File: config.mk
export PLATFORM = sky130hd
export DESIGN_NAME = sensor_xcvr_supervisor
export DESIGN_NICKNAME = d
export VERILOG_FILES = /design/src/hdl/pin_sync.v /design/src/hdl/sensor_xcvr_supervisor.v /design/src/hdl/tick_timer.v
export VERILOG_INCLUDE_DIRS = /design/src /design/src/pkg
export SDC_FILE = /design/constraint.sdc
export NUM_CORES = 1
export LEC_CHECK = 0
export CORE_AREA = 2 2 140 142
export DETAILED_ROUTE_END_ITERATION = 16
export DIE_AREA = 0 0 142 144
export DONT_BUFFER_PORTS = 1
export HOLD_SLACK_MARGIN = 0.1
export PLACE_DENSITY_LB_ADDON = 0.2
export SETUP_SLACK_MARGIN = 0.05
export SLEW_MARGIN = 10
export SYNTH_ARGS = -nofsm -noshare
export SYNTH_HDL_FRONTEND = slang
export SYNTH_HIERARCHICAL = 1
export SYNTH_SLANG_ARGS = --single-unit
export TNS_END_PERCENT = 1
File: constraint.sdc
create_clock -name aclk -period 5 [get_ports aclk]
set_input_delay 1 -clock aclk [delete_from_list [all_inputs] [get_ports aclk]]
set_output_delay 1 -clock aclk [all_outputs]
set_load 0.01 [all_outputs]
File: src/pkg/supervisor_regs.vh
/*
  register offsets, field positions, reset values and timing figures of the
  transceiver supervisor. assumes aclk at 100 MHz and an AXI4-Lite host.
*/
`ifndef SUPERVISOR_REGS_VH
`define SUPERVISOR_REGS_VH

// byte offsets
`define OFS_CONTROL 8'h00
`define OFS_MODE 8'h04
`define OFS_CURRLIM 8'h08
`define OFS_IRQ_MASK 8'h0C
`define OFS_INTERRUPT 8'h10
`define OFS_STATUS 8'h14

// control fields
`define CTL_WAKE_OFF 0
`define CTL_CQ_EN 1
`define CTL_DO_EN 2
`define CTL_W 3
`define CTL_RST 3'h0
// mode fields
`define MODE_PFM 0
`define MODE_DCM 1
`define MODE_OFF 2
`define MODE_W 3
`define MODE_RST 3'h0
// blank time field
`define BLANK_TIME_SEL_LSB 0
`define CL_W 2
`define CL_RST 2'h0
// mask and interrupt bit positions
`define INT_WAKE 0
`define INT_HOT 1
`define INT_UNREADY 2
`define INT_W 3
`define MASK_RST 3'h0
// status bit positions
`define ST_HOT 0
`define ST_DAMAGE 1
`define ST_TSD 2
`define ST_SOFTSTART 3
`define ST_W 4

// buck mode encodings
`define BUCK_PWM 2'h0
`define BUCK_PFM 2'h1
`define BUCK_DCM 2'h2
`define BUCK_STOP 2'h3

// times in microseconds, scaled by the clock rate
`define CLK_MHZ 100
`define T_WAKE_US 80
`define T_PULSE_US 200
`define T_BL0_US 128
`define T_BL1_US 500
`define T_BL2_US 1000
`define T_BL3_US 5000
`define T_REL_US 4000
`define T_SOFT_US 2220

// axi responses
`define RESP_OKAY 2'h0
`define RESP_SLVERR 2'h2

`endif

File: src/hdl/pin_sync.v
/*
  two flip-flop synchroniser bank for asynchronous pins.
  assumes inputs are levels from outside the aclk domain.
*/
module pin_sync #(
  parameter N = 8
) (
  // clock and reset
  input wire aclk,
  input wire aresetn,
  // pins
  input wire [N-1:0] async_in,
  output reg [N-1:0] sync_out
);

  reg [N-1:0] meta_r;

  always @(posedge aclk) begin
    if (!aresetn) begin
      meta_r <= {N{1'b0}};
      sync_out <= {N{1'b0}};
    end else begin
      meta_r <= async_in;
      sync_out <= meta_r;
    end
  end

endmodule

File: src/hdl/sensor_xcvr_supervisor.v
/*
  supervisory logic of a dual-driver sensor line transceiver: wake-up
  detection, open-drain reset / power-good pin, thermal warning and
  shutdown, register damage check and buck soft-start / mode selection.
  assumes analog comparators arrive as asynchronous levels, aclk is the
  internal reference clock at 100 MHz, software uses AXI4-Lite.
*/
// The implementer's own choices: register access over AXI4-Lite and the register addresses.
`include "supervisor_regs.vh"

module sensor_xcvr_supervisor #(
  parameter TW = 20,
  parameter [TW-1:0] WAKE_CYC = `T_WAKE_US * `CLK_MHZ,
  parameter [TW-1:0] PULSE_CYC = `T_PULSE_US * `CLK_MHZ,
  parameter [TW-1:0] BL0_CYC = `T_BL0_US * `CLK_MHZ,
  parameter [TW-1:0] BL1_CYC = `T_BL1_US * `CLK_MHZ,
  parameter [TW-1:0] BL2_CYC = `T_BL2_US * `CLK_MHZ,
  parameter [TW-1:0] BL3_CYC = `T_BL3_US * `CLK_MHZ,
  parameter [TW-1:0] REL_CYC = `T_REL_US * `CLK_MHZ,
  parameter [TW-1:0] SOFT_CYC = `T_SOFT_US * `CLK_MHZ
) (
  // clock and reset
  input wire aclk,
  input wire aresetn,
  // axi4-lite write address
  input wire [7:0] s_axi_awaddr,
  input wire s_axi_awvalid,
  output wire s_axi_awready,
  // axi4-lite write data
  input wire [31:0] s_axi_wdata,
  input wire [3:0] s_axi_wstrb,
  input wire s_axi_wvalid,
  output wire s_axi_wready,
  // axi4-lite write response
  output reg [1:0] s_axi_bresp,
  output reg s_axi_bvalid,
  input wire s_axi_bready,
  // axi4-lite read address
  input wire [7:0] s_axi_araddr,
  input wire s_axi_arvalid,
  output wire s_axi_arready,
  // axi4-lite read data
  output reg [31:0] s_axi_rdata,
  output reg [1:0] s_axi_rresp,
  output reg s_axi_rvalid,
  input wire s_axi_rready,
  // line side
  input wire cq_line_in,
  input wire cq_tx_level,
  input wire cq_driver_on,
  output wire cq_drive_en,
  output wire do_drive_en,
  // reset / power good pin
  input wire reset_pin_in,
  output wire power_good_out,
  output wire power_good_oe,
  // analog monitors
  input wire field_supply_ok,
  input wire five_volt_rail_ok,
  input wire buck_at_95,
  input wire buck_above_103,
  input wire buck_below_101,
  input wire temp_above_147,
  input wire temp_above_170,
  input wire temp_below_153,
  input wire ext_five_volt,
  input wire reg_damage_event,
  // buck control
  output reg buck_enable,
  output reg [1:0] buck_mode,
  output reg switch_node_en,
  // host signals
  output reg wake_out_n,
  output wire irq_n,
  output wire bus_enable
);

  //////////////////////////////////////////////////////////////////////////
  // pin synchronisers
  wire [10:0] s_in;
  pin_sync #(.N(11)) u_sync (
    .aclk(aclk),
    .aresetn(aresetn),
    .async_in({reg_damage_event, temp_below_153, temp_above_170, temp_above_147,
      buck_below_101, buck_above_103, buck_at_95, five_volt_rail_ok,
      field_supply_ok, reset_pin_in, cq_line_in}),
    .sync_out(s_in)
  );
  wire line_s = s_in[0];
  wire pin_s = s_in[1];
  wire field_s = s_in[2];
  wire five_s = s_in[3];
  wire b95_s = s_in[4];
  wire b103_s = s_in[5];
  wire b101_s = s_in[6];
  wire hot_s = s_in[7];
  wire tsd_hi_s = s_in[8];
  wire tsd_lo_s = s_in[9];
  wire damage_s = s_in[10];

  //////////////////////////////////////////////////////////////////////////
  // reset pin, thermal shutdown, power good
  reg tsd_r;
  reg hold_low_r;
  reg pin_s_d_r;
  wire supplies_ok = field_s && five_s && b95_s;
  wire buck_off;
  wire regs_clear = !pin_s || tsd_r;
  wire rel_busy;
  wire rel_done;

  always @(posedge aclk) begin
    if (!aresetn) begin
      tsd_r <= 1'b0;
    end else if (tsd_hi_s) begin
      tsd_r <= 1'b1;
    end else if (tsd_lo_s) begin
      tsd_r <= 1'b0;
    end
  end

  // release timer only used when the buck is off; otherwise release at once
  wire rel_start = pin_s && !pin_s_d_r && buck_off && supplies_ok;
  tick_timer #(.W(TW)) u_rel (
    .aclk(aclk),
    .aresetn(aresetn),
    .start(rel_start),
    .stop(!supplies_ok || tsd_r),
    .load(REL_CYC),
    .busy(rel_busy),
    .done(rel_done)
  );

  always @(posedge aclk) begin
    if (!aresetn) begin
      pin_s_d_r <= 1'b0;
      hold_low_r <= 1'b1;
    end else begin
      pin_s_d_r <= pin_s;
      if (!supplies_ok || tsd_r)
        hold_low_r <= 1'b1;
      else if (!buck_off || rel_done)
        hold_low_r <= 1'b0;
    end
  end

  // open drain: only ever drive zero
  assign power_good_out = 1'b0;
  assign power_good_oe = hold_low_r || rel_busy;
  // bus stays live in reset; in shutdown only with an external 5 V rail
  assign bus_enable = !tsd_r || ext_five_volt;

  //////////////////////////////////////////////////////////////////////////
  // registers and their shadow copies
  reg [`CTL_W-1:0] ctl_r;
  reg [`MODE_W-1:0] mode_r;
  reg [`CL_W-1:0] cl_r;
  reg [`INT_W-1:0] mask_r;
  reg [`INT_W-1:0] int_r;
  reg [`CTL_W+`MODE_W+`CL_W+`INT_W-1:0] shadow_r;
  reg damage_r;
  wire [`CTL_W+`MODE_W+`CL_W+`INT_W-1:0] live = {ctl_r, mode_r, cl_r, mask_r};
  assign buck_off = mode_r[`MODE_OFF];

  // write channel: take address and data in either order
  reg aw_have_r;
  reg w_have_r;
  reg [7:0] aw_addr_r;
  reg [31:0] w_data_r;
  reg w_lane0_r;
  assign s_axi_awready = !aw_have_r && !s_axi_bvalid;
  assign s_axi_wready = !w_have_r && !s_axi_bvalid;
  wire do_write = aw_have_r && w_have_r && !s_axi_bvalid;
  wire wr_ctl = do_write && w_lane0_r && aw_addr_r == `OFS_CONTROL;
  wire wr_mode = do_write && w_lane0_r && aw_addr_r == `OFS_MODE;
  wire wr_cl = do_write && w_lane0_r && aw_addr_r == `OFS_CURRLIM;
  wire wr_mask = do_write && w_lane0_r && aw_addr_r == `OFS_IRQ_MASK;

  function addr_known;
    input [7:0] a;
    begin
      addr_known = (a == `OFS_CONTROL) || (a == `OFS_MODE) || (a == `OFS_CURRLIM) ||
        (a == `OFS_IRQ_MASK) || (a == `OFS_INTERRUPT) || (a == `OFS_STATUS);
    end
  endfunction

  always @(posedge aclk) begin
    if (!aresetn) begin
      aw_have_r <= 1'b0;
      w_have_r <= 1'b0;
      aw_addr_r <= 8'h00;
      w_data_r <= 32'h0;
      w_lane0_r <= 1'b0;
      s_axi_bvalid <= 1'b0;
      s_axi_bresp <= `RESP_OKAY;
    end else begin
      if (s_axi_awvalid && s_axi_awready) begin
        aw_have_r <= 1'b1;
        aw_addr_r <= {s_axi_awaddr[7:2], 2'h0};
      end
      if (s_axi_wvalid && s_axi_wready) begin
        w_have_r <= 1'b1;
        w_data_r <= s_axi_wdata;
        w_lane0_r <= s_axi_wstrb[0];
      end
      if (do_write) begin
        aw_have_r <= 1'b0;
        w_have_r <= 1'b0;
        s_axi_bvalid <= 1'b1;
        s_axi_bresp <= addr_known(aw_addr_r) ? `RESP_OKAY : `RESP_SLVERR;
      end else if (s_axi_bvalid && s_axi_bready) begin
        s_axi_bvalid <= 1'b0;
      end
    end
  end

  // registers are wiped while the reset pin is low or in shutdown
  always @(posedge aclk) begin
    if (!aresetn || regs_clear) begin
      ctl_r <= `CTL_RST;
      mode_r <= `MODE_RST;
      cl_r <= `CL_RST;
      mask_r <= `MASK_RST;
      shadow_r <= {`CTL_RST, `MODE_RST, `CL_RST, `MASK_RST};
    end else begin
      if (wr_ctl)
        ctl_r <= w_data_r[`CTL_W-1:0];
      if (wr_mode)
        mode_r <= w_data_r[`MODE_W-1:0];
      if (wr_cl)
        cl_r <= w_data_r[`BLANK_TIME_SEL_LSB+`CL_W-1:`BLANK_TIME_SEL_LSB];
      if (wr_mask)
        mask_r <= w_data_r[`INT_W-1:0];
      // an upset flips a live bit but never the shadow copy
      if (damage_s)
        ctl_r[`CTL_CQ_EN] <= ~ctl_r[`CTL_CQ_EN];
      if ((wr_ctl || wr_mode || wr_cl || wr_mask) && !damage_r)
        shadow_r <= {wr_ctl ? w_data_r[`CTL_W-1:0] : ctl_r,
          wr_mode ? w_data_r[`MODE_W-1:0] : mode_r,
          wr_cl ? w_data_r[`CL_W-1:0] : cl_r,
          wr_mask ? w_data_r[`INT_W-1:0] : mask_r};
    end
  end

  //////////////////////////////////////////////////////////////////////////
  // read channel; reading the interrupt register clears its flags, unready only while no damage is flagged
  wire rd_take = s_axi_arvalid && s_axi_arready;
  wire [7:0] ra = {s_axi_araddr[7:2], 2'h0};
  wire rd_int = rd_take && ra == `OFS_INTERRUPT;
  assign s_axi_arready = !s_axi_rvalid;
  reg soft_r;
  wire [`ST_W-1:0] status = {soft_r, tsd_r, damage_r, hot_s};

  always @(posedge aclk) begin
    if (!aresetn) begin
      s_axi_rvalid <= 1'b0;
      s_axi_rdata <= 32'h0;
      s_axi_rresp <= `RESP_OKAY;
    end else if (rd_take) begin
      s_axi_rvalid <= 1'b1;
      s_axi_rresp <= addr_known(ra) ? `RESP_OKAY : `RESP_SLVERR;
      case (ra)
        `OFS_CONTROL: s_axi_rdata <= {{(32-`CTL_W){1'b0}}, ctl_r};
        `OFS_MODE: s_axi_rdata <= {{(32-`MODE_W){1'b0}}, mode_r};
        `OFS_CURRLIM: s_axi_rdata <= {{(32-`CL_W){1'b0}}, cl_r};
        `OFS_IRQ_MASK: s_axi_rdata <= {{(32-`INT_W){1'b0}}, mask_r};
        `OFS_INTERRUPT: s_axi_rdata <= {{(32-`INT_W){1'b0}}, int_r};
        `OFS_STATUS: s_axi_rdata <= {{(32-`ST_W){1'b0}}, status};
        default: s_axi_rdata <= 32'h0;
      endcase
    end else if (s_axi_rvalid && s_axi_rready) begin
      s_axi_rvalid <= 1'b0;
    end
  end

  //////////////////////////////////////////////////////////////////////////
  // wake-up detection
  reg tx_d_r;
  wire tx_change = (cq_tx_level != tx_d_r);
  wire bl_busy;
  wire qual_done;
  wire pulse_busy;
  reg [TW-1:0] bl_load;
  always @* begin
    case (cl_r)
      2'h0: bl_load = BL0_CYC;
      2'h1: bl_load = BL1_CYC;
      2'h2: bl_load = BL2_CYC;
      default: bl_load = BL3_CYC;
    endcase
  end

  always @(posedge aclk) begin
    if (!aresetn)
      tx_d_r <= 1'b0;
    else
      tx_d_r <= cq_tx_level;
  end

  tick_timer #(.W(TW)) u_blank (
    .aclk(aclk),
    .aresetn(aresetn),
    .start(tx_change),
    .stop(1'b0),
    .load(bl_load),
    .busy(bl_busy),
    .done()
  );

  // opposing level while the driver is active, outside blanking
  wire opposed = cq_drive_en && cq_driver_on && (line_s != cq_tx_level) && !bl_busy &&
    !ctl_r[`CTL_WAKE_OFF] && !tx_change;
  reg opposed_d_r;
  always @(posedge aclk) begin
    if (!aresetn)
      opposed_d_r <= 1'b0;
    else
      opposed_d_r <= opposed;
  end

  tick_timer #(.W(TW)) u_qual (
    .aclk(aclk),
    .aresetn(aresetn),
    .start(opposed && !opposed_d_r),
    .stop(!opposed),
    .load(WAKE_CYC),
    .busy(),
    .done(qual_done)
  );

  tick_timer #(.W(TW)) u_pulse (
    .aclk(aclk),
    .aresetn(aresetn),
    .start(qual_done),
    .stop(1'b0),
    .load(PULSE_CYC),
    .busy(pulse_busy),
    .done()
  );

  always @(posedge aclk) begin
    if (!aresetn)
      wake_out_n <= 1'b1;
    else
      wake_out_n <= !(qual_done || pulse_busy);
  end

  //////////////////////////////////////////////////////////////////////////
  // interrupt flags and damage status; sets win over clears
  always @(posedge aclk) begin
    if (!aresetn || regs_clear) begin
      int_r <= {`INT_W{1'b0}};
      damage_r <= 1'b0;
    end else begin
      if (damage_s)
        damage_r <= 1'b1;
      else if (damage_r && live == shadow_r)
        damage_r <= 1'b0;
      if (rd_int)
        int_r[`INT_WAKE] <= 1'b0;
      if (qual_done)
        int_r[`INT_WAKE] <= 1'b1;
      if (rd_int)
        int_r[`INT_HOT] <= 1'b0;
      if (hot_s)
        int_r[`INT_HOT] <= 1'b1;
      if (rd_int && !damage_r)
        int_r[`INT_UNREADY] <= 1'b0;
      if (damage_s)
        int_r[`INT_UNREADY] <= 1'b1;
    end
  end

  // unready is never maskable
  assign irq_n = !(|(int_r & ~mask_r & {1'b0, {(`INT_W-1){1'b1}}}) ||
    int_r[`INT_UNREADY]);

  // drivers: off in reset, shutdown or unready
  wire drv_ok = !hold_low_r && pin_s && !tsd_r && !int_r[`INT_UNREADY];
  assign cq_drive_en = drv_ok && ctl_r[`CTL_CQ_EN];
  assign do_drive_en = drv_ok && ctl_r[`CTL_DO_EN];

  //////////////////////////////////////////////////////////////////////////
  // buck soft-start and mode
  wire soft_done;
  reg field_d_r;
  always @(posedge aclk) begin
    if (!aresetn)
      field_d_r <= 1'b0;
    else
      field_d_r <= field_s;
  end

  tick_timer #(.W(TW)) u_soft (
    .aclk(aclk),
    .aresetn(aresetn),
    .start(field_s && !field_d_r),
    .stop(!field_s),
    .load(SOFT_CYC),
    .busy(),
    .done(soft_done)
  );

  function [1:0] mode_dec;
    input [`MODE_W-1:0] m;
    begin
      if (m[`MODE_DCM])
        mode_dec = `BUCK_DCM;
      else if (m[`MODE_PFM])
        mode_dec = `BUCK_PFM;
      else
        mode_dec = `BUCK_PWM;
    end
  endfunction

  always @(posedge aclk) begin
    if (!aresetn) begin
      soft_r <= 1'b0;
      buck_enable <= 1'b0;
      buck_mode <= `BUCK_STOP;
      switch_node_en <= 1'b0;
    end else begin
      if (!field_s || tsd_r)
        soft_r <= 1'b0;
      else if (field_s && !field_d_r)
        soft_r <= 1'b1;
      else if (b95_s || soft_done)
        soft_r <= 1'b0;
      buck_enable <= field_s && !tsd_r && !buck_off;
      if (!field_s || tsd_r || buck_off)
        buck_mode <= `BUCK_STOP;
      else if (soft_r)
        buck_mode <= `BUCK_DCM;
      else
        buck_mode <= mode_dec(mode_r);
      if (!field_s || tsd_r || buck_off)
        switch_node_en <= 1'b0;
      else if (!soft_r && mode_dec(mode_r) == `BUCK_PFM) begin
        if (b103_s)
          switch_node_en <= 1'b0;
        else if (b101_s)
          switch_node_en <= 1'b1;
      end else
        switch_node_en <= 1'b1;
    end
  end

endmodule

File: src/hdl/tick_timer.v
/*
  one-shot down counter started by a pulse; done pulses when it expires.
  assumes start and load come from logic on aclk.
*/
`include "supervisor_regs.vh"

module tick_timer #(
  parameter W = 20
) (
  // clock and reset
  input wire aclk,
  input wire aresetn,
  // control
  input wire start,
  input wire stop,
  input wire [W-1:0] load,
  // status
  output wire busy,
  output reg done
);

  reg [W-1:0] cnt_r;

  assign busy = (cnt_r != {W{1'b0}});

  always @(posedge aclk) begin
    if (!aresetn || stop) begin
      cnt_r <= {W{1'b0}};
      done <= 1'b0;
    end else if (start) begin
      cnt_r <= load;
      done <= 1'b0;
    end else begin
      done <= (cnt_r == {{(W-1){1'b0}}, 1'b1});
      if (busy)
        cnt_r <= cnt_r - {{(W-1){1'b0}}, 1'b1};
    end
  end

endmodule

Yosys cells after proc, flatten, opt, wreduce, memory -nomap -nowiden
Cells that the tools add are included.
{"block": "op_classes", "bitwise_logic": 4, "n_mux": 42, "eq_ne": 20, "reduce_logical": 119, "addsub": 5}
{"op": "$reduce_bool 20->1", "n": 5}
{"op": "$sub 20x1->20 const B", "n": 5}
{"op": "$eq 20x1->1 const B", "n": 3}
{"op": "$pmux 19 s3", "n": 1}
{"op": "$mux 20", "n": 2}
{"op": "$logic_and 1x1->1", "n": 38}
{"op": "$mux 19", "n": 2}
{"op": "$mux 18", "n": 2}
{"op": "$mux 15", "n": 2}
{"op": "$logic_or 1x1->1", "n": 27}
{"op": "$mux 13", "n": 2}
{"op": "$reduce_bool 2->1", "n": 13}
{"op": "$eq 6x2->1 const B", "n": 4}
{"op": "$eq 6x3->1 const B", "n": 4}
{"op": "$pmux 4 s6", "n": 1}
{"op": "$logic_not 1->1", "n": 23}
{"op": "$mux 1", "n": 21}
{"op": "$reduce_or 2->1", "n": 9}
{"op": "$logic_not 8->1", "n": 2}
{"op": "$eq 6x1->1 const B", "n": 2}
{"op": "$mux 2", "n": 6}
{"op": "$eq 11x11->1", "n": 1}
{"op": "$mux 3", "n": 3}
{"op": "$eq 2x1->1 const B", "n": 2}
{"op": "8 further kinds", "n": 10}
{"block": "totals", "output_inout_bits": 52, "word_cells": 235, "ff_bits": 213, "inputBits": 73}

Longest topological paths before layout
Gate-level depths: netlist (run 1).
{"block": "logic_depth", "depth_word": 13, "ltp_mapped": 12, "ltp_nobuf": 10}

Hierarchy
Netlist (run 1), hierarchy kept.
{"module": "tick_timer (u_blank ...)", "cells_each": 144, "n_inst": 3, "seq_area_each_um2": 420.4, "area_each_um2": 1158.6}
{"module": "sensor_xcvr_supervisor", "cells_each": 336, "n_inst": 1, "seq_area_each_um2": 1161.1, "area_each_um2": 2940.3}
{"module": "tick_timer (u_rel ...)", "cells_each": 145, "n_inst": 2, "seq_area_each_um2": 420.4, "area_each_um2": 1141.1}
{"module": "pin_sync", "cells_each": 46, "n_inst": 1, "seq_area_each_um2": 440.4, "area_each_um2": 620.6}

Least setup slack after synthesis (run 1)
OpenSTA, ideal clock, no wires.
{"block": "synth_timing", "path_kind": "register to register", "start": "reg u_blank.cnt_r[10]", "end": "reg u_qual.cnt_r[10]", "path_buffers": 3, "required_time_ns": 4.926, "setup_ns": 0.074, "setup_slack_ns": 2.400, "period_less_slack_ns": 2.600, "arrival_time_ns": 2.526, "stages_incl_launch_ff": 13, "path_cell_list": "dfxtp_1 > or4_1 > buf_2 > nor3_1 > nand3_1 > nor3b_1 > o211ai_1 > nand2b_1 > buf_2 > nor2_1 > clkbuf_1 > nand2_1 > o21ai_0"}
{"block": "synth_between", "elab_chain_len": 7, "elab_cells_between_ends": 10, "classes_between": "mux: 1; reduce/logical: 9"}
{"item": "from (decl)", "line": "tick_timer.v:22", "source": "reg [W-1:0] cnt_r;"}
{"item": "from (signal assigned)", "line": "tick_timer.v:28", "source": "cnt_r <= {W{1'b0}};"}
{"item": "from (signal assigned)", "line": "tick_timer.v:31", "source": "cnt_r <= load;"}
{"item": "from (signal assigned)", "line": "tick_timer.v:36", "source": "cnt_r <= cnt_r - {{(W-1){1'b0}}, 1'b1};"}
{"item": "$reduce_bool 20->1 (*)", "line": "tick_timer.v:24", "source": "assign busy = (cnt_r != {W{1'b0}});"}
{"item": "net bl_busy", "line": "sensor_xcvr_supervisor.v:280", "source": "wire bl_busy;"}
{"item": "$logic_not 1->1 (*)", "line": "sensor_xcvr_supervisor.v:311", "source": "wire opposed = cq_drive_en && cq_driver_on && (line_s != cq_tx_level) && !bl_busy &&"}
{"item": "$logic_and 1x1->1 (*) (3 in a row)", "line": "sensor_xcvr_supervisor.v:311"}
{"item": "$logic_and 1x1->1 / $logic_not 1->1 (equally long branches)", "line": "sensor_xcvr_supervisor.v:324, sensor_xcvr_supervisor.v:325"}
{"item": "$mux 13, or another cell as far along", "line": "tick_timer.v:30", "source": "end else if (start) begin"}
{"item": "to (signal assigned)", "line": "tick_timer.v:28"}
{"item": "to (signal assigned)", "line": "tick_timer.v:31"}
{"item": "to (signal assigned)", "line": "tick_timer.v:36"}
{"item": "to (decl)", "line": "tick_timer.v:22"}
The timed path passes the listed nets; every way through them passes the cells marked *.
A chain may end at the register's enable or synchronous reset.

Final worst setup path (run 1)
Ends and elaborated chain as after synthesis.

==> out/qor.csv, run 1 <==
stage,metric,value,unit
outcome,outcome,finished clean,
place,hpwlAfterDp,13.43,mm
layout,fin_area,0.01012,sq mm
global_route,grt_pass1_wl,32.42,mm
floorplan,die_area,0.02045,sq mm
cts,holdBufCountCts,0,
critical_path,rr_endpoint,u_qual/cnt_r[10]$_SDFFE_PP0P_,
detailed_routing,wl_per_cell,13.55,um
critical_path,critPathBufInv,3,
global_route,grt_pass1_vias,6624,
timing,rsz0062_at_grt,no,
cts,cts_inserted_buffers,17,
yosys,ys_warn_count,6,
floorplan,row_count,51,
layout,drive_above_1_share,0.07574,
place,port_buffers,0,
worst_hold_path,min_path_type,reg2reg,
detailed_routing,ant_nets,0,
critical_path,crit_fanout,12,
flow_run,drv_cap,0,
floorplan,fp.dieW,142,um
power_and_ir_drop,p_comb_frac,0.297,
power_and_ir_drop,p_int,2798,uW
global_route,grt_max_degree,34,
floorplan,start_util,0.4840,
critical_path,startpoint_type,flop,
floorplan,pin_count,125,
power_and_ir_drop,powerDensity,415.8,mW/mm^2
cts,clock_latency,0.44,ns
cts,ctsResizeCount,0,
critical_path,critPathTopFamily,simple AND/OR/NAND/NOR gates,
detailed_routing,vias_per_cell,5.096,
critical_path,critPathKind,reg2reg,
power_and_ir_drop,leakagePower,0.004132,uW
power_and_ir_drop,clkPwrFrac,0.300,
cts,clk_pin_slew,0.07,ns
timing,drv_slew,0,
floorplan,core_area,0.01908,sq mm
layout,area_growth_syn_to_layout,9.593,%
cts,h-tree-depth,4,
yosys,syn-cell-area,0.009234,sq mm
critical_path,crit_start,u_blank/cnt_r[10]$_SDFFE_PP0P_,
critical_path,reg2reg_slack,1.85,ns
layout,n_antenna_cell,0,
power_and_ir_drop,p_sw_frac,0.3350,
yosys,syn_inst,1096,
global_route,gr-total-overflow,0,
cts,cts_tree,done,
critical_path,path_cells,or4_1 -> nor3_1 -> nand3_1 -> nor3b_1 -> o211ai_1 -> nor2_1 -> buf_4 -> inv_1 -> nor2_1 -> buf_4 -> nand2_1 -> o21ai_0,
place,place_congestion,0.8322,
timing,slew_headroom,0.3605,
timing,post-route-period-util,0.6290,
power_and_ir_drop,seqPwrFrac,0.403,
critical_path,cp.depth,12,
floorplan,die_h,144,um
power_and_ir_drop,ir_drop,0.2381,mV
critical_path,r2r_cells,12,
critical_path,crit_path_end_kind,flop,
critical_path,arrival,3.50,ns
timing,setup_viol,0,
cts,clk_path_buf_depth,2,
yosys,syn_avg_cell_area,8.425,sq um
timing,max_freq,0.3180,GHz
place,placed_cell_area,0.009560,sq mm
detailed_routing,drtIter0Drc,353,
timing,tns,0,ns
cts,cts.sinks,183,
timing,worst_slew_pin_slew,0.9558,ns
critical_path,critical_path.endpoint,u_qual/cnt_r[10]$_SDFFE_PP0P_,
detailed_routing,vias,7200,
cts,cts_root_buf,clkbuf_16,
power_and_ir_drop,p_sw,1410,uW
global_route,antenna_found_initial,0,
global_route,grt_usage,0.1955,
detailed_routing,routed_wl,19.15,mm
critical_path,critPathRequiredTime,5.35,ns
layout,fin_nets,1253,
timing,finalHoldViolations,0,
timing,clock_skew,0.01749,ns
detailed_routing,drc,0,
critical_path,slowest_stage,or4_1,
critical_path,r2r_start,u_blank/cnt_r[10]$_SDFFE_PP0P_,
timing,fin_crit,3.145,ns
cts,post-cts-setup-buffers,0,
detailed_routing,drt_pass1_iterations,4,
critical_path,critical_path.max_stage_delay,0.63,ns
==> layer usage <==
layer | wire length [um] | track usage
met4 | 185 | 0.04579
met5 | 0 | 0
met2 | 8480 | 0.3135
met1 | 9686 | 0.2689
met3 | 793 | 0.04437
==> placed cells by master (no fill, tap or decap), types with 13 or more instances in the layout <==
cell       instances
a211oi_1          16
a21oi_1           41
and2_1            13
and2_2            16
clkbuf_16         17
conb_1           119
dfxtp_1          183
ha_1              18
inv_1             32
mux2i_1           38
nand2_1          145
nand3_1           51
nor2_1            97
nor3_1            44
nor4_1            28
o21ai_0           41
o21ai_1           24
xnor2_1           71
xor2_1            21
==> power by group through the flow <==
| stage | logic (uW) | clock network [uW] | registers, uW |
|---|---|---|---|
| 2_1_floorplan | 1110 | 0 | 1690 |
| 3_3_place_gp | 1220 | 0 | 1720 |
| 5_1_grt | 1420 | 1380 | 1710 |
| 4_1_cts | 1250 | 1300 | 1690 |
| 6_report | 1250 | 1260 | 1690 |
| 3_5_place_dp | 1240 | 0 | 1730 |
==> flip-flops by register name, indices dropped and copies added (netlist names), 3 cells and up <==
| signal | cells |
|---|---|
| u_pulse/cnt_r | 20 |
| u_rel/cnt_r | 20 |
| shadow_r | 11 |
| u_blank/cnt_r | 20 |
| ctl_r | 3 |
| u_sync/sync_out | 11 |
| mask_r | 3 |
| int_r | 3 |
| mode_r | 3 |
| u_sync/meta_r | 11 |
| aw_addr_r | 6 |
| w_data_r | 3 |
| u_soft/cnt_r | 20 |
| s_axi_rdata | 4 |
| u_qual/cnt_r | 20 |
==> layout make-up <==
class	count	area, sq um
flip-flops and latches	183	3664
multi-input cells	921	5434
fillers	1822	8960
clock buffers	18	439.2
inverters	34	127.6
clock inverters	14	120.1
well taps	238	297.8
repair buffers	5	37.54
==> worst min-delay path by stage <==
stage	from	end	slack, ns	cells after the start
2_1_floorplan	u_sync/meta_r[10]$_SDFF_PN0_	u_sync/sync_out[10]$_SDFF_PN0_	0.41	1
3_3_place_gp	u_sync/sync_out[8]$_SDFF_PN0_	tsd_r$_SDFFE_PN0P_	0.42	2
3_5_place_dp	u_sync/meta_r[6]$_SDFF_PN0_	u_sync/sync_out[6]$_SDFF_PN0_	0.43	1
4_1_cts	u_sync/meta_r[6]$_SDFF_PN0_	u_sync/sync_out[6]$_SDFF_PN0_	0.44	1
5_1_grt	u_sync/meta_r[6]$_SDFF_PN0_	u_sync/sync_out[6]$_SDFF_PN0_	0.46	1
6_report	u_sync/meta_r[6]$_SDFF_PN0_	u_sync/sync_out[6]$_SDFF_PN0_	0.44	1
==> stage by stage <==
step / hold slack, ns / total power, uW / util / setup WS [ns] / std cells
floorplan: 0.4119 / 2796 / - / 2.400 / 1213
global placement: 0.4188 / 2948 / 0.5011 / 1.919 / 1381
detailed placement: 0.4264 / 2962 / 0.5011 / 1.854 / 1381
CTS: 0.4433 / 4248 / 0.5304 / 1.800 / 1413
global route: 0.4573 / 4503 / 0.5304 / 1.574 / 1413
finish: 0.4392 / 4207 / 0.5304 / 1.855 / 1413
No activity file was read; power rests on OpenSTA's default activity.
==> inputs of run 2 (changes only) <==
Clock period 5 ns to 3 ns, I/O delays scaled along.
==> out/qor.csv, run 2 (synthesis gave the netlist of run 1 again) <==
stage,metric,value,unit,change
timing,post-route-period-util,0.8887,,was 0.6290
power_and_ir_drop,p_sw_frac,0.3417,,was 0.3350
critical_path,path_cells,or4_1 -> nor3_1 -> nand3_1 -> nor3b_1 -> o211ai_1 -> nand2b_1 -> nor2_1 -> nand2_2 -> o21ai_0,,was or4_1 -> nor3_1 -> nand3_1 -> nor3b_1 -> o211ai_1 -> nor2_1 -> buf_4 -> inv_1 -> nor2_1 -> buf_4 -> nand2_1 -> o21ai_0
global_route,grt_pass1_wl,33.31,mm,was 32.42 mm
power_and_ir_drop,seqPwrFrac,0.399,,was 0.403
place,placed_cell_area,0.009635,sq mm,was 0.009560 sq mm
cts,h-tree-depth,4,,unchanged
place,place_congestion,0.8294,,was 0.8322
layout,drive_above_1_share,0.08439,,was 0.07574
detailed_routing,vias_per_cell,5.123,,was 5.096
floorplan,start_util,0.4840,,unchanged
global_route,antenna_found_initial,0,,unchanged
global_route,gr-total-overflow,0,,unchanged
cts,clk_pin_slew,0.07,ns,about the same
power_and_ir_drop,ir_drop,0.3977,mV,was 0.2381 mV
cts,cts.sinks,183,,unchanged
detailed_routing,drc,0,,unchanged
detailed_routing,wl_per_cell,13.83,um,was 13.55 um
floorplan,pin_count,125,,unchanged
layout,utilization,0.5345,,was 0.5304
layout,n_antenna_cell,0,,unchanged
power_and_ir_drop,p_sw,2421,uW,was 1410 uW
outcome,outcome,finished clean,,unchanged
detailed_routing,vias,7290,,was 7200
critical_path,arrival,3.02,ns,was 3.50 ns
detailed_routing,drtIter0Drc,428,,was 353
layout,fin_area,0.01020,sq mm,was 0.01012 sq mm
timing,tns,0,ns,unchanged
floorplan,fp.dieW,142,um,unchanged
place,port_buffers,0,,unchanged
critical_path,reg2reg_slack,0.33,ns,was 1.85 ns
cts,clk_path_buf_depth,2,,unchanged
global_route,grt_max_degree,34,,unchanged
cts,cts_tree,done,,unchanged
timing,rsz0062_at_grt,no,,unchanged
power_and_ir_drop,clkPwrFrac,0.303,,was 0.300
place,hpwlAfterDp,13.87,mm,was 13.43 mm
power_and_ir_drop,p_comb_frac,0.298,,was 0.297
power_and_ir_drop,powerDensity,694.8,mW/mm^2,was 415.8 mW/mm^2
cts,cts_root_buf,clkbuf_16,,unchanged
critical_path,critPathKind,reg2reg,,unchanged
detailed_routing,drt_pass1_iterations,5,,was 4
power_and_ir_drop,leakagePower,0.004190,uW,was 0.004132 uW
timing,drv_slew,0,,unchanged
critical_path,slowest_stage,or4_1,,unchanged
timing,finalHoldViolations,0,,unchanged
floorplan,row_count,51,,unchanged
global_route,grt_pass1_vias,6712,,was 6624
timing,max_freq,0.3751,GHz,was 0.3180 GHz
layout,fin_nets,1263,,was 1253
layout,final_cell_mix,"dfxtp_1 (183), nand2_1 (144), conb_1 (119)",,"was dfxtp_1 (183), nand2_1 (145), conb_1 (119)"
cts,clock_latency,0.43,ns,was 0.44 ns
timing,worst_slack,0.3339,ns,was 1.855 ns
timing,fin_crit,2.666,ns,was 3.145 ns
timing,setup_viol,0,,unchanged
timing,worst_slew_pin_slew,0.9268,ns,was 0.9558 ns
critical_path,crit_fanout,12,,unchanged
critical_path,crit_path_end_kind,flop,,unchanged
layout,area_growth_syn_to_layout,10.45,%,was 9.593%
detailed_routing,routed_wl,19.68,mm,was 19.15 mm
critical_path,startpoint_type,flop,,unchanged
critical_path,critPathRequiredTime,3.36,ns,was 5.35 ns
floorplan,die_h,144,um,unchanged
power_and_ir_drop,p_int,4665,uW,was 2798 uW
global_route,grt_usage,0.2016,,was 0.1955
detailed_routing,ant_nets,0,,unchanged
cts,holdBufCountCts,0,,unchanged
timing,slew_headroom,0.3806,,was 0.3605
critical_path,critical_path.max_stage_delay,0.55,ns,was 0.63 ns
flow_run,drv_cap,0,,unchanged
floorplan,die_area,0.02045,sq mm,unchanged
floorplan,core_area,0.01908,sq mm,unchanged
cts,cts_inserted_buffers,17,,unchanged
timing,clock_skew,0.008789,ns,was 0.01749 ns
worst_hold_path,min_path_type,in2reg,,was reg2reg
critical_path,critPathTopFamily,simple AND/OR/NAND/NOR gates,,unchanged
critical_path,critPathBufInv,0,,was 3
layout,final_common_cell,dfxtp_1,,unchanged
place,place_ws,0.2449,ns,was 1.854 ns
==> run 2: cell types whose count changed in the layout (fill, tap and decap cells not counted), sizes merged <==
| cell | before | now |
|---|---|---|
| buf | 5 | 15 |
| clkbuf | 18 | 17 |
| clkinv | 6 | 4 |
| inv | 38 | 43 |
| clkinvlp | 4 | 2 |
==> run 2: path summary, 6_finish.rpt <==
check,end,from,cells after the start
worst max register to register,u_qual/cnt_r[12]$_SDFFE_PP0P_,u_blank/cnt_r[10]$_SDFFE_PP0P_,9
worst min-delay path,wake_out_n$_SDFF_PN1_,aresetn,1
worst max-delay path,u_qual/cnt_r[12]$_SDFFE_PP0P_,u_blank/cnt_r[10]$_SDFFE_PP0P_,9
worst min register to register,u_sync/sync_out[6]$_SDFF_PN0_,u_sync/meta_r[6]$_SDFF_PN0_,1
==> run 2: per-stage QoR <==
| stage | instances | hold slack (ns) | power [uW] |
|---|---|---|---|
| finish | 1423 | 0.2675 | 7086 |
| floorplan | 1213 | 0.4119 | 4659 |
| CTS | 1423 | 0.2512 | 7143 |
| detailed placement | 1391 | 0.4199 | 4963 |
| global placement | 1391 | 0.4213 | 4935 |
| global route | 1423 | 0.2391 | 7542 |
==> run 2: power groups by stage <==
stage                     Combinational, uW  Sequential (uW)  Clock, uW
after detailed placement               2090             2880          0
final                                  2110             2830       2150
after CTS                              2110             2820       2210
after global placement                 2060             2870          0
after global routing                   2360             2850       2330
after floorplan                        1840             2820          0
==> run 2: final cells by class <==
cell class,instances,area [sq um]
clock buffer,17,425.4
clock inverter,15,135.1
fill,1810,8881
inverter,34,127.6
multi-input combinational,921,5436
sequential,183,3664
tap,238,297.8
timing repair buffer,15,112.6
==> run 2: per-layer routing <==
| layer | vias to the layer above | share of wire | track usage |
|---|---|---|---|
| li1 | 3778 | - | - |
| met1 | 3362 | 0.50 | 0.2768 |
| met2 | 131 | 0.44 | 0.3135 |
| met3 | 19 | 0.044 | 0.04834 |
| met4 | 0 | 0.013 | 0.06474 |
| met5 | - | 0 | 0 |
==> run 2: timing repair <==
item | CTS | global route
resized for setup | 0 | 1
endpoints found under the setup margin | 0 | 12
setup buffers | 0 | 0
==> inputs of run 3 (changes only) <==
Settings changed: CAP_MARGIN from default to 20, CORE_AREA 2 2 140 142 to 2 2 134 136, DIE_AREA 0 0 142 144 to 0 0 136 138, SYNTH_HIERARCHICAL 1 to default.
==> out/qor.csv, run 3 <==
stage,metric,value,unit,change
detailed_routing,wl_per_cell,14.49,um,was 13.83 um
floorplan,pin_count,125,,unchanged
cts,cts_tree,done,,unchanged
detailed_routing,drt_pass1_iterations,4,,was 5
detailed_routing,ant_nets,0,,unchanged
cts,clk_path_buf_depth,2,,unchanged
outcome,outcome,finished clean,,unchanged
cts,cts_inserted_buffers,17,,unchanged
yosys,synth_cell_types,62,,
floorplan,fp.dieW,136,um,was 142 um
critical_path,crit_fanout,15,,was 12
global_route,grt_max_degree,65,,was 34
critical_path,r2r_start,u_blank.cnt_r[12]$_SDFFE_PN0P_,,was u_blank/cnt_r[10]$_SDFFE_PP0P_
global_route,grt_pass1_wl,29.40,mm,was 33.31 mm
yosys,synth_top_area_frac,0.4281,,
timing,tns,0,ns,unchanged
layout,fill_cells,1675,,was 1810
timing,setup_viol,0,,unchanged
detailed_routing,vias_per_cell,5.425,,was 5.123
detailed_routing,routed_wl,17.28,mm,was 19.68 mm
global_route,gr-total-overflow,0,,unchanged
yosys,synth-main-ff-cell,dfxtp_1,,
flow_run,drv_cap,0,,unchanged
critical_path,slowest_stage,or4_4,,was or4_1
detailed_routing,top_layer,met4,,unchanged
critical_path,r2r_cells,7,,was 9
global_route,antenna_found_initial,0,,unchanged
timing,clock_skew,0.008274,ns,was 0.008789 ns
yosys,ys_warn_count,0,,was 6
detailed_routing,met3_length,858,um,was 872 um
yosys,yosysMostFrequentCell,dfxtp_1,,
critical_path,critPathKind,reg2reg,,unchanged
critical_path,path_common_cell,or4_4,,
critical_path,path_cells,or4_4 -> or4_4 -> or2_4 -> or3_4 -> inv_6 -> nand2_4 -> nor4_4,,was or4_1 -> nor3_1 -> nand3_1 -> nor3b_1 -> o211ai_1 -> nand2b_1 -> nor2_1 -> nand2_2 -> o21ai_0
power_and_ir_drop,leakagePower,0.003511,uW,was 0.004190 uW
timing,slew_headroom,0.3291,,was 0.3806
place,port_buffers,0,,unchanged
floorplan,core_area,0.01753,sq mm,was 0.01908 sq mm
critical_path,reg2reg_slack,0.22,ns,was 0.33 ns
critical_path,startpoint_type,flop,,unchanged
floorplan,row_count,49,,was 51
floorplan,die_area,0.01877,sq mm,was 0.02045 sq mm
timing,whs,0.2812,ns,was 0.2675 ns
timing,drv_slew,0,,unchanged
detailed_routing,drtIter0Drc,468,,was 428
layout,final_cell_mix,"dfxtp_1 (183), nor2_1 (112), xor2_1 (49)",,"was dfxtp_1 (183), nand2_1 (144), conb_1 (119)"
layout,fin_area,0.009246,sq mm,was 0.01020 sq mm
floorplan,die_h,138,um,was 144 um
worst_hold_path,whs_endpoint,tx_d_r$_SDFF_PN0_,,was wake_out_n$_SDFF_PN1_
place,placedCellCount,1160,,was 1391
critical_path,crit_path_end_kind,flop,,unchanged
timing,post-route-period-util,0.9279,,was 0.8887
cts,clk_pin_slew,0.07,ns,about the same
yosys,synth_edf_count,0,,
place,placed_cell_area,0.008637,sq mm,was 0.009635 sq mm
layout,area_growth_syn_to_layout,8.057,%,was 10.45%
critical_path,critPathRequiredTime,3.34,ns,was 3.36 ns
detailed_routing,drc,0,,unchanged
layout,instances_no_fill,1193,,was 1423
worst_hold_path,hold_depth,1,,unchanged
critical_path,critical_path.max_stage_delay,0.59,ns,was 0.55 ns
yosys,syn_avg_cell_area,8.913,sq um,was 8.425 sq um
layout,drive_above_1_share,0.07158,,was 0.08439
timing,worst_slew_pin_slew,1.003,ns,was 0.9268 ns
yosys,synth_seq_cells,183,,
timing,fin_crit,2.784,ns,was 2.666 ns
critical_path,critPathBufInv,1,,was 0
power_and_ir_drop,powerDensity,658.6,mW/mm^2,was 694.8 mW/mm^2
worst_hold_path,min-delay-start,cq_tx_level,,was aresetn
global_route,grt_pass1_vias,6051,,was 6712
yosys,synth.area.top_cells,"dfxtp_1 (43%), xor2_1 (5.0%), nor2_1 (4.9%)",,
layout,multi_input_area,0.004518,sq mm,was 0.005436 sq mm
timing,rsz0062_at_grt,no,,unchanged
layout,fin_nets,1040,,was 1263
cts,cts.sinks,183,,unchanged
critical_path,rr_endpoint,u_qual.done$_SDFF_PP0_,,was u_qual/cnt_r[12]$_SDFFE_PP0P_
layout,n_antenna_cell,0,,unchanged
yosys,yosysTopAreaCell,dfxtp_1,,
cts,clock_latency,0.43,ns,about the same
power_and_ir_drop,total_power,6089,uW,was 7086 uW
power_and_ir_drop,ir_drop,0.4322,mV,was 0.3977 mV
yosys,synthArstFlopShare,0,,
timing,max_freq,0.3592,GHz,was 0.3751 GHz
yosys,synth_common_cells,"dfxtp_1 (183), nor2_1 (112), xor2_1 (49)",,
global_route,grt_usage,0.1918,,was 0.2016
cts,holdBufCountCts,0,,unchanged
detailed_routing,wl_met1,8.553,mm,was 9.851 mm
yosys,syn_inst,960,,was 1096
place,place_congestion,0.8099,,was 0.8294
worst_hold_path,min_path_type,in2reg,,unchanged
detailed_routing,wl_met2,7.587,mm,was 8.692 mm
timing,finalHoldViolations,0,,unchanged
detailed_routing,vias,6472,,was 7290
yosys,synth_seq_area_share,0.4281,,
place,hpwlAfterDp,12.01,mm,was 13.87 mm
cts,cts_root_buf,clkbuf_16,,unchanged
floorplan,start_util,0.4880,,was 0.4840
critical_path,arrival,3.13,ns,was 3.02 ns
cts,h-tree-depth,4,,unchanged
layout,regArea,0.003664,sq mm,unchanged
critical_path,critPathTopFamily,simple AND/OR/NAND/NOR gates,,unchanged
yosys,syn-cell-area,0.008557,sq mm,was 0.009234 sq mm
layout,final_common_cell,dfxtp_1,,unchanged
run 3: cell count changes in the layout (fill, tap and decap cells not counted), sizes merged, moves of 16 or more:
cell,change
conb,-88
xor2,+28
xnor2,-40
nor3,-20
nor2b,+17
inv,-16
nand3,-21
nand2,-98
o21ai,-34
run 3: how the worst max path moves through the flow:
stage | from | to | slack, ns | depth (start not counted)
floorplan | u_blank.cnt_r[12]$_SDFFE_PN0P_ | u_qual.done$_SDFF_PP0_ | 0.28 | 9
global placement | u_blank.cnt_r[12]$_SDFFE_PN0P_ | u_qual.done$_SDFF_PP0_ | 0.20 | 7
detailed placement | u_blank.cnt_r[12]$_SDFFE_PN0P_ | u_qual.done$_SDFF_PP0_ | 0.18 | 7
CTS | u_blank.cnt_r[12]$_SDFFE_PN0P_ | u_qual.done$_SDFF_PP0_ | 0.17 | 7
global route | u_blank.cnt_r[12]$_SDFFE_PN0P_ | u_qual.done$_SDFF_PP0_ | 0.10 | 7
finish | u_blank.cnt_r[12]$_SDFFE_PN0P_ | u_qual.done$_SDFF_PP0_ | 0.22 | 7
run 3: stage by stage:
stage                 util  setup slack [ns]
floorplan                -            0.2782
global placement    0.4926            0.2031
detailed placement  0.4926            0.1835
CTS                 0.5270            0.1662
global route        0.5273            0.1023
finish              0.5273            0.2163
run 3: layout make-up:
type / instances / area share
clock buffer: 19 / 0.04899
inverter: 23 / 0.009878
sequential: 183 / 0.3962
tap: 229 / 0.03099
multi-input combinational: 714 / 0.4886
timing repair buffer: 12 / 0.009743
clock inverter: 13 / 0.01556
run 3: kinds of logic (layout without fill, tap and decap cells):
family                     after synthesis  count (layout)  synth area share
muxes                                   36              36           0.04533
adders and majority gates               16              16           0.02339
AOI/OAI and AO/OA                      152             152            0.1135
xor gates and xnor gates                80              80           0.08188
other                                    1              31         0.0004382
buffers and inverters                   93              67           0.05761
DFF                                    183             183            0.4281
and+or+nand+nor                        399             399            0.2497
run 3: power by group:
part           internal, uW  switching, uW  leakage [uW]
Combinational           459            632       0.00174
Sequential             2590            145       0.00149
Clock                  1280            985      0.000283
Total                  4330           1760       0.00351
run 3: metal layers:
layer  vias to the layer above  track usage
met1                      3033       0.2797
met5                         -            0
li1                       3299            -
met3                        21      0.03594
met4                         0      0.06689
met2                       119       0.2833
run 3: timing repair:
action	CTS	global route
buffers inserted	1	0
endpoints found under the setup margin	1	1
pin swaps	1	0
resized for setup	0	1
hold endpoints to repair	0	0
